$ cat config.mk
export PLATFORM = sky130hd
export DESIGN_NAME = switch_driver_control_port
export DESIGN_NICKNAME = d
export VERILOG_FILES = /design/src/hdl/switch_ctrl_pkg.sv /design/src/hdl/input_sync.sv /design/src/hdl/switch_driver_control_port.sv
export VERILOG_INCLUDE_DIRS = /design/src /design/src/hdl
export SDC_FILE = /design/constraint.sdc
export NUM_CORES = 1
export LEC_CHECK = 0
export CAP_MARGIN = 5
export CORE_MARGIN = 5
export CORE_UTILIZATION = 54
export DETAILED_ROUTE_END_ITERATION = 8
export DONT_BUFFER_PORTS = 1
export HOLD_SLACK_MARGIN = 0.02
export PLACE_DENSITY_LB_ADDON = 0.25
export SLEW_MARGIN = 5
export SYNTH_ARGS = -nofsm -noshare
export SYNTH_HDL_FRONTEND = slang
export SYNTH_SLANG_ARGS = --single-unit
$ cat constraint.sdc
create_clock -name sys_clk -period 1.6 [get_ports sys_clk]
set_clock_uncertainty 0.1 [all_clocks]
set_input_delay 0.24 -clock sys_clk [delete_from_list [all_inputs] [get_ports sys_clk]]
set_output_delay 0.24 -clock sys_clk [all_outputs]
set_load 0.1 [all_outputs]
$ cat src/hdl/switch_ctrl_map.svh
`ifndef SWITCH_CTRL_MAP_SVH
`define SWITCH_CTRL_MAP_SVH

// Serial frame layout
`define FRAME_BITS        16
`define FRAME_MSB         15
`define FRAME_WE_BIT      15
`define FRAME_CTRL_HI     14
`define FRAME_CTRL_LO     8
`define FRAME_DRIVE_HI    7
`define FRAME_DRIVE_LO    0

// Control/status register fields
`define CTRL_FAULT_BIT    6
`define CTRL_SLEEP_BIT    5
`define CTRL_FMODE_BIT    4
`define CTRL_VPPOFF_BIT   3
`define CTRL_PUMP_BIT     1
`define CTRL_FIELD_MSB    6

// Switch-drive register fields
`define DRIVE_HV_HI       3
`define DRIVE_HV_LO       0

// Reset values
`define DRIVE_RESET       8'h00
`define CTRL_RESET        7'h00
`define FRAME_RESET       16'h0000
`define HV_OFF            4'h0

// Level sampled on the mode and strap pins for each port form
`define MODE_SERIAL_LVL   1'b0
`define STRAP_PAR_LVL     1'b0

// Host clock ceiling, in MHz, and the system clock rate
`define SCK_MAX_MHZ       33
`define SYS_CLK_MHZ       10

// Synchronised input vector width
`define SYNC_WIDTH        12

`endif

$ cat src/hdl/switch_ctrl_pkg.sv
package switch_ctrl_pkg;
   typedef logic [7:0]  reg8_type;
   typedef logic [6:0]  ctrl_field_type;
   typedef logic [15:0] frame_type;
   typedef logic [3:0]  hv_type;
   typedef enum logic {PORT_SERIAL, PORT_PARALLEL} port_mode_type;
endpackage : switch_ctrl_pkg

$ cat src/hdl/input_sync.sv
`timescale 1ns/1ps
`default_nettype none
module input_sync #(
   parameter int WIDTH = 1
) (
   input  wire logic             sys_clk,  // System clock
   input  wire logic             rst_n,    // Synchronous reset, active low
   input  wire logic [WIDTH-1:0] async_in, // Pins from outside the clock domain
   output logic      [WIDTH-1:0] sync_out  // Two-flop synchronised copy
);
   logic [WIDTH-1:0] stage1_q;

   // First stage feeds only the second stage to keep metastability contained
   always_ff @(posedge sys_clk) begin
      if (!rst_n) begin
         stage1_q <= '0;
         sync_out <= '0;
      end else begin
         stage1_q <= async_in;
         sync_out <= stage1_q;
      end
   end
endmodule : input_sync
`default_nettype wire

$ cat src/hdl/switch_driver_control_port.sv
// What this block does
// - Mode pin low selects serial port
// - Parallel mode uses port pins, select as fourth
// - Serial clock well below sys_clk, short of its ceiling
// - Select fall presents shift MSB on output
// - Sample serial input on clock rise
// - Shift next bit out on clock fall
// - Register image returns while new frame enters
// - Select rise copies frame when write permitted
// - Frame: permit, seven control, eight drive bits
// - Permit zero frame only reads registers
// - Reset clears both registers
// - Drive bits 3..0 set outputs D..A
// - Control bit 1 enables charge pump
// - Control bit 5 selects sleep
// - Control bit 4 low enables fault shutdown
// - Control bit 3 disables rail comparator
// - Fault bit sticks until written zero
// - Control bits 2 and 0 unused
// - Serial mode ignores pump and fault pins
// - Parallel inputs 1..4 drive outputs A..D
// - Pump pin enables pump in parallel mode
// - Fault shutdown forces outputs low, pump off
// - Fault output low while logic undervoltage, or rail undervoltage with comparator on, present
`include "switch_ctrl_map.svh"
`timescale 1ns/1ps
`default_nettype none
module switch_driver_control_port (
   input  wire logic                      sys_clk,            // System clock, 10 MHz
   input  wire logic                      rst_n,              // Synchronous reset, active low
   input  wire logic                      mode_select,        // Port form select pin
   input  wire logic                      polarity_strap,     // Parallel polarity strap pin
   input  wire logic                      sck,                // Serial clock pin
   input  wire logic                      sdi,                // Serial data in pin
   input  wire logic                      port_select_n,      // Select pin, ctrl 4 in parallel
   input  wire logic                      ctrl_in_1,          // Parallel control input 1
   input  wire logic                      ctrl_in_2,          // Parallel control input 2
   input  wire logic                      ctrl_in_3,          // Parallel control input 3
   input  wire logic                      pump_enable_pin,    // Pump enable pin
   input  wire logic                      fault_shutdown_pin, // Fault shutdown mode pin
   input  wire logic                      logic_uv_fault,     // Logic supply undervoltage
   input  wire logic                      rail_uv_fault,      // High-voltage rail undervoltage
   output logic                           sdo,                // Serial data out
   output logic                           sdo_oe,             // Serial out drive enable
   input  wire logic                      fault_out_n_in,     // Fault pin level seen
   output logic                           fault_out_n_out,    // Fault pin driven level
   output logic                           fault_out_n_oe,     // Fault pin pull-down enable
   output logic                           hv_out_a,           // High-voltage output A
   output logic                           hv_out_b,           // High-voltage output B
   output logic                           hv_out_c,           // High-voltage output C
   output logic                           hv_out_d,           // High-voltage output D
   output logic                           pump_on,            // Charge pump run
   output logic                           analog_sleep,       // All analog circuits off
   output logic                           rail_uv_check_off,  // Rail comparator disabled
   output switch_ctrl_pkg::reg8_type      switch_drive_reg,   // Switch-drive register
   output switch_ctrl_pkg::reg8_type      supervisory_ctrl_reg, // Control/status register
   output switch_ctrl_pkg::port_mode_type port_mode           // Active port form
);
   import switch_ctrl_pkg::*;

   logic [`SYNC_WIDTH-1:0] pins_raw;
   logic [`SYNC_WIDTH-1:0] pins_s;
   logic sck_s, sdi_s, sel_s, sel_n_s, mode_s, strap_s;
   logic ctrl_in_1_s, ctrl_in_2_s, ctrl_in_3_s, pump_pin_s, fmode_pin_s, vdd_uv_s, vpp_uv_s;
   logic sck_prev_q, sel_n_prev_q;
   logic sck_rise, sck_fall, sel_fall, sel_rise, serial, parallel_ok;
   frame_type shift_q;
   reg8_type drive_q;
   ctrl_field_type ctrl_q;
   logic fault_now, shut_enabled, pump_req, trip_q;
   hv_type hv_q;

   // The reflected level is not needed: the pull-down alone decides the pin
   logic unused_in;
   assign unused_in = fault_out_n_in;

   // Select is synchronised inverted, so the all-zero reset of the
   // synchroniser reads as deselected and no false select edge follows reset
   assign pins_raw = {rail_uv_fault, logic_uv_fault,
                      fault_shutdown_pin, pump_enable_pin, ctrl_in_3, ctrl_in_2,
                      ctrl_in_1, polarity_strap, mode_select, !port_select_n, sdi, sck};

   input_sync #(.WIDTH(`SYNC_WIDTH)) u_sync (
      .sys_clk  (sys_clk),
      .rst_n    (rst_n),
      .async_in (pins_raw),
      .sync_out (pins_s)
   );

   assign {vpp_uv_s, vdd_uv_s, fmode_pin_s, pump_pin_s, ctrl_in_3_s, ctrl_in_2_s,
           ctrl_in_1_s, strap_s, mode_s, sel_s, sdi_s, sck_s} = pins_s;
   assign sel_n_s = !sel_s;

   // Readback image of the registers; permit bit always reads zero
   function automatic frame_type reg_image(input ctrl_field_type c, input reg8_type d);
      reg_image = {1'b0, c, d};
   endfunction : reg_image

   assign serial      = (mode_s == `MODE_SERIAL_LVL);
   assign parallel_ok = !serial && (strap_s == `STRAP_PAR_LVL);
   assign port_mode   = serial ? PORT_SERIAL : PORT_PARALLEL;

   // Edges are found by sampling; the host clock must stay well below the
   // system clock, so the serial ceiling is only met when sys_clk is fast
   always_ff @(posedge sys_clk) begin
      if (!rst_n) begin
         sck_prev_q   <= 1'b0;
         sel_n_prev_q <= 1'b1;
      end else begin
         sck_prev_q   <= sck_s;
         sel_n_prev_q <= sel_n_s;
      end
   end

   assign sck_rise = serial && !sel_n_s && sck_s && !sck_prev_q;
   assign sck_fall = serial && !sel_n_s && !sck_s && sck_prev_q;
   assign sel_fall = serial && !sel_n_s && sel_n_prev_q;
   assign sel_rise = serial && sel_n_s && !sel_n_prev_q;

   // Select rise reloads the shift path with the register image; within one
   // select a chained device passes earlier bits downstream while taking new ones
   always_ff @(posedge sys_clk) begin
      if (!rst_n) begin
         shift_q <= `FRAME_RESET;
      end else if (sck_rise) begin
         shift_q <= {shift_q[`FRAME_MSB-1:0], sdi_s};
      end else if (sel_rise) begin
         shift_q <= reg_image(ctrl_next(shift_q), drive_next(shift_q));
      end
   end

   always_ff @(posedge sys_clk) begin
      if (!rst_n) begin
         sdo <= 1'b0;
      end else if (sel_fall) begin
         sdo <= shift_q[`FRAME_MSB];
      end else if (sck_fall) begin
         sdo <= shift_q[`FRAME_MSB];
      end
   end

   assign sdo_oe = serial && !sel_n_s;

   // Fault detect: rail comparator is gated by its disable in either form
   assign rail_uv_check_off = serial ? ctrl_q[`CTRL_VPPOFF_BIT] : !pump_pin_s;
   assign fault_now = vdd_uv_s || (vpp_uv_s && !rail_uv_check_off);

   function automatic logic frame_writes(input frame_type f);
      frame_writes = f[`FRAME_WE_BIT];
   endfunction : frame_writes

   function automatic reg8_type drive_next(input frame_type f);
      drive_next = frame_writes(f) ? f[`FRAME_DRIVE_HI:`FRAME_DRIVE_LO] : drive_q;
   endfunction : drive_next

   // Fault bit: a write can only clear it, and a live fault wins the clear
   function automatic ctrl_field_type ctrl_next(input frame_type f);
      ctrl_field_type c;
      c = frame_writes(f) ? f[`FRAME_CTRL_HI:`FRAME_CTRL_LO] : ctrl_q;
      c[`CTRL_FAULT_BIT] = (c[`CTRL_FAULT_BIT] && ctrl_q[`CTRL_FAULT_BIT]) || fault_now;
      ctrl_next = c;
   endfunction : ctrl_next

   always_ff @(posedge sys_clk) begin
      if (!rst_n) begin
         drive_q <= `DRIVE_RESET;
      end else if (sel_rise && frame_writes(shift_q)) begin
         drive_q <= shift_q[`FRAME_DRIVE_HI:`FRAME_DRIVE_LO];
      end
   end

   always_ff @(posedge sys_clk) begin
      if (!rst_n) begin
         ctrl_q <= `CTRL_RESET;
      end else if (sel_rise) begin
         ctrl_q <= ctrl_next(shift_q);
      end else if (fault_now) begin
         ctrl_q[`CTRL_FAULT_BIT] <= 1'b1;
      end
   end

   assign switch_drive_reg     = drive_q;
   assign supervisory_ctrl_reg = {1'b0, ctrl_q};

   // Pins replaced by register bits in serial mode; bits 2 and 0 read by nobody
   assign pump_req     = serial ? ctrl_q[`CTRL_PUMP_BIT] : pump_pin_s;
   assign shut_enabled = serial ? !ctrl_q[`CTRL_FMODE_BIT] : !fmode_pin_s;

   // Trip holds until the pump request drops with no fault under enabled shutdown, so the host
   // must toggle the enable to restart
   always_ff @(posedge sys_clk) begin
      if (!rst_n) begin
         trip_q <= 1'b0;
      end else if (fault_now && shut_enabled) begin
         trip_q <= 1'b1;
      end else if (!pump_req) begin
         trip_q <= 1'b0;
      end
   end

   always_ff @(posedge sys_clk) begin
      if (!rst_n) begin
         hv_q <= `HV_OFF;
      end else if (trip_q || (fault_now && shut_enabled)) begin
         hv_q <= `HV_OFF;
      end else if (serial) begin
         hv_q <= drive_q[`DRIVE_HV_HI:`DRIVE_HV_LO];
      end else if (parallel_ok) begin
         hv_q <= {sel_n_s, ctrl_in_3_s, ctrl_in_2_s, ctrl_in_1_s};
      end else begin
         hv_q <= `HV_OFF;
      end
   end

   assign {hv_out_d, hv_out_c, hv_out_b, hv_out_a} = hv_q;

   always_ff @(posedge sys_clk) begin
      if (!rst_n) begin
         pump_on      <= 1'b0;
         analog_sleep <= 1'b0;
      end else begin
         analog_sleep <= serial && ctrl_q[`CTRL_SLEEP_BIT];
         pump_on      <= pump_req && !trip_q && !(fault_now && shut_enabled)
                         && !(serial && ctrl_q[`CTRL_SLEEP_BIT]);
      end
   end

   always_ff @(posedge sys_clk) begin
      if (!rst_n) begin
         fault_out_n_oe <= 1'b0;
      end else begin
         fault_out_n_oe <= fault_now;
      end
   end

   assign fault_out_n_out = 1'b0;
endmodule : switch_driver_control_port
`default_nettype wire

==> Word level (Yosys, flattened, before mapping) <==
Cells that the tools add are included.
{ "word_totals": {"elab_cells": 73, "input_bits": 15, "out_inout_bits": 28, "register_bits": 66} }
{ "op_classes": {"n_reduce_logical": 37, "n_mux": 16, "bitwise": 3, "eq_ne": 2} }
{ "op_table": {"columns": ["operator", "count"], "rows": [
  ["$mux W16", 2],
  ["$logic_and A1 B1 Y1", 17],
  ["$logic_not A1 Y1", 12],
  ["$mux W1", 10],
  ["$mux W4", 2],
  ["$mux W8", 1],
  ["$mux W7", 1],
  ["$reduce_bool A2 Y1", 3],
  ["$logic_or A1 B1 Y1", 3],
  ["$not A1 Y1", 3],
  ["$ne A2 B1 Y1 const B", 1],
  ["$ne A2 B2 Y1 const B", 1],
  ["$reduce_and A2 Y1", 1],
  ["$reduce_or A2 Y1", 1]
]} }

==> Logic depth before layout (Yosys ltp) <==
{ "depth": {"ltp_word": 9, "ltp_mapped": 6} }

==> Hierarchy <==
A second synthesis with hierarchy kept.
{ "unflattened": {"cells_unflattened": 261, "area_unflattened_um2": 2453.6} }
{ "modules_own_cells": {"columns": ["module", "area_each_um2", "n_inst", "cells_each"], "rows": [
  ["switch_driver_control_port", 1778.0, 1, 211],
  ["input_sync", 675.6, 1, 50]
]} }

==> Least setup slack after synthesis <==
OpenSTA, ideal clock, no wires.
{ "synth_timing": {"kind": "flip-flop to output port", "startpoint": "register u_sync.sync_out[3]", "endpoint": "output port rail_uv_check_off", "stages_incl_launch_ff": 4, "path_buffers": 1, "required_ns": 1.260, "t_arrival_ns": 2.557, "path_slack_ns": -1.297, "cell_sequence": "dfxtp_1 -> buf_6 -> nor2_1 -> nor2_1"} }
{ "synth_between": {"elab_chain_len": 1} }
{ "synth_rtl": {"columns": ["item", "line_no", "source"], "rows": [
  ["from (decl)", "input_sync.sv:9", "output logic [WIDTH-1:0] sync_out"],
  ["from (signal assigned)", "input_sync.sv:20", "sync_out <= stage1_q;"],
  ["$mux W1", "switch_driver_control_port.sv:145", "assign rail_uv_check_off = serial ? ctrl_q[`CTRL_VPPOFF_BIT] : !pump_pin_s;"],
  ["to (decl)", "switch_driver_control_port.sv:54", "output logic rail_uv_check_off,"]
]} }
No other way between the ends.

==> Worst setup path in the final report <==
{ "layout_timing": {"startpoint": "register u_sync.sync_out[3]", "endpoint": "output port sdo_oe"} }
{ "layout_between": {"elab_chain_len": 2} }
{ "layout_rtl": {"columns": ["item", "line_no", "source"], "rows": [
  ["$not A1 Y1 (no line)", null, null],
  ["$logic_and A1 B1 Y1", "switch_driver_control_port.sv:142", "assign sdo_oe = serial && !sel_n_s;"],
  ["to (decl)", "switch_driver_control_port.sv:44", "output logic sdo_oe,"]
]} }
No other way between the ends.

==> impl_results.md <==
- Synthesized area: between 2000 and 2500 um^2
- Kind of critical path: flop to output pin
- Post-DP HPWL: approximately 3.1 mm
- Min Tclk post-route: 1541 ps
- Leakage: ~1.2 nW
- CP max-delay cell: dfxtp_4
- # diodes: 0
- Max Cap Viol: 0
- Total grt overflow: 0
- Cell area after layout: between 3000 and 4000 um^2
- Syn_area_per_cell: 9.212 um^2
- Initial drt markers: about 110
- Synthesis-to-finish area growth: 29.93%
- YS warnings: 0
- Maximum fanout along the worst path: 7
- Vias: 1900
- Placed cell count: between 300 and 400
- FF-to-FF Start: u_sync.sync_out[3]
- P per Cell Area: 1102 nW/um^2
- Wire length per cell: roughly 13 um
- Worst vdd ir: between 0.7 and 0.8 mV
- DRC Markers: 0
- Critical path launch point type: flop
- Row cnt: 24
- Global-route usage over all layers: between 10% and 20%
- Drt total wl: slightly below 5 mm
- Port bufs: 0
- Clk sinks: between 60 and 70
- Min-delay src: rst_n
- CP endpoint kind: output pin
- Clock root buffer: clkbuf_8
- Non-filler cells, final: 370
- Final nets: between 300 and 400
- Final setup violation count: 0
- Fin. max-slew vios: 0
- Die Y-Extent: between 70 and 80 um
- Largest net degree at the start of global routing: 62
- Cell family with most CP delay: flip-flops
- Reg with most FFs: shift_q
- Core area: 4384 um^2
- Final worst-path cycle share: 96.33%
- H-tree Lvls: 3
- Outcome: completed
- Layout cells sized above 1: 21.38%
- CP Buf/Inv Count: 1
- Worst skew pair latency: roughly 340 ps
- CTS tree: yes
- Most common cell after layout, fill and taps aside: nand2_1
- Post-DRT Antenna Nets: 0
- Drt pass-1 iters: 4
- Pwr Total: between 3 and 4 mW
- Worst min-delay path class: primary input to flop
- Yosys reg bits: 66
- Top-level port count: between 40 and 50
- First-pass GRT wire length: just over 8 mm
- Critical path data arrival time: ~1200 ps
- Max Freq: 0.6488 GHz
- Die area: 5965 um^2
- Die X: around 77 um
- Data required, critical path: 1260 ps
- Clock buffer depth: 2
- Final GP Congestion: approximately 0.79
- Top Registers: shift_q x16, u_sync.stage1_q x12, u_sync.sync_out x12
- Final Hold Viols: 0
- Post-Syn Instances: between 200 and 300
- Initial antenna violation count: 0
- Crit. Startpoint: u_sync.sync_out[3]
- CP cell instances: and2b_4, buf_6
- Num CTS Buffers: 9
- DR vias/cell: 5.135
- Worst path max stage delay: about 360 ps
- Synth cell types: 34
- RSZ-0062 raised after global routing: no
- Clock-pin slew on the worst setup and hold paths: 70 ps
- Vias in the first global route: around 1800
- Register area share after synthesis: ~54%
- Placed inst area: 2743 um^2
- Max reg flops: 16
- Initial Util: a little under three fifths
- Commonest non-fill, non-tap cells in the layout: nand2_1 (62), dfxtp_1 (61), buf_4 (33), and2_1 (26), a21boi_0 (18)
[tightest hold or removal path, cell delays in order]
cell and delay, ps:
nor2b_1 150, nand2_1 70, nor2_1 30
[cells in the mapped netlist, drive strengths merged]
| library cell | instances | area (um^2) |
|---|---|---|
| a21boi | 22 | 165.2 |
| a21oi | 1 | 5.000 |
| a221oi | 1 | 15.01 |
| a22oi | 7 | 52.55 |
| a31oi | 8 | 50.05 |
| and2 | 27 | 170.2 |
| and2b | 1 | 7.510 |
| and3 | 1 | 6.260 |
| and3b | 1 | 8.760 |
| buf | 8 | 56.30 |
| clkbuf | 8 | 30.03 |
| conb | 1 | 3.750 |
| dfxtp | 66 | 1321 |
| inv | 5 | 18.77 |
| mux2i | 2 | 20.02 |
| nand2 | 62 | 232.7 |
| nand2b | 2 | 12.51 |
| nand3b | 1 | 11.26 |
| nor2 | 9 | 33.78 |
| nor2b | 8 | 50.05 |
| nor3 | 1 | 16.27 |
| nor3b | 2 | 15.01 |
| nor4 | 1 | 21.27 |
| nor4bb | 1 | 10.01 |
| o211ai | 1 | 7.510 |
| o21a | 1 | 7.510 |
| o21ai | 13 | 65.06 |
| o221ai | 1 | 8.760 |
| o22ai | 3 | 18.77 |
[per-layer routing]
| layer | routed length (um) | global-route usage [%] |
|---|---|---|
| met5 | 0 | 0 |
| met2 | 2414 | 28.20 |
| met1 | 2061 | 19.50 |
| met4 | 138 | 12.20 |
| met3 | 330 | 4.333 |
[power by group]
part	total, mW	internal, mW	switching (mW)	leakage, nW
combinational	0.235	0.0931	0.142	0.583
sequential	1.70	1.68	0.0185	0.540
clock	1.56	0.964	0.598	0.118
total	3.50	2.74	0.758	1.24
[logic make-up after synthesis]
logic type / synth area share, %
compound gates: 16.20
buf+inv: 4.305
mux: 0.8201
other cells: 0.1536
simple gates: 24.40
flops: 54.13
[path summary, 6_finish.rpt]
kind / endpoint / slack (ps) / depth (start not counted)
min: hv_q[2] / 90 / 3
max: sdo_oe / 60 / 2
max reg2reg: ctrl_q[0] / 120 / 6
min reg2reg: u_sync.sync_out[4] / 330 / 1
[stage by stage]
stage          setup WS, ps  setup TNS [ps]  hold slack [ps]  util [%]
5_1_grt               10.98               0            88.52     72.35
2_1_floorplan        -141.3          -988.0            211.6         -
6_report              58.78               0            93.78     72.35
4_1_cts               40.71               0            81.62     71.80
3_5_place_dp          43.85               0            219.6     62.56
3_3_place_gp          81.74               0            213.4     62.56
[cell type report]
type / count / area [um^2]
clock buffer: 11 / 152.6
clock inverter: 5 / 75.07
fill: 335 / 1212
inverter: 5 / 18.77
multi-input combinational: 179 / 1056
sequential: 66 / 1330
tap: 52 / 65.06
timing repair buffer: 52 / 474.2
[what timing repair did]
action                                  4_1_cts  5_1_grt
hold buffers                                 14        0
endpoints found under the setup margin        2       18
buffers inserted                              3        0
gates cloned                                  0        1
pin swaps                                     0        3
endpoints found under the hold margin        61        0
resized for setup                             2        6
(Power assumes the default switching activity.)
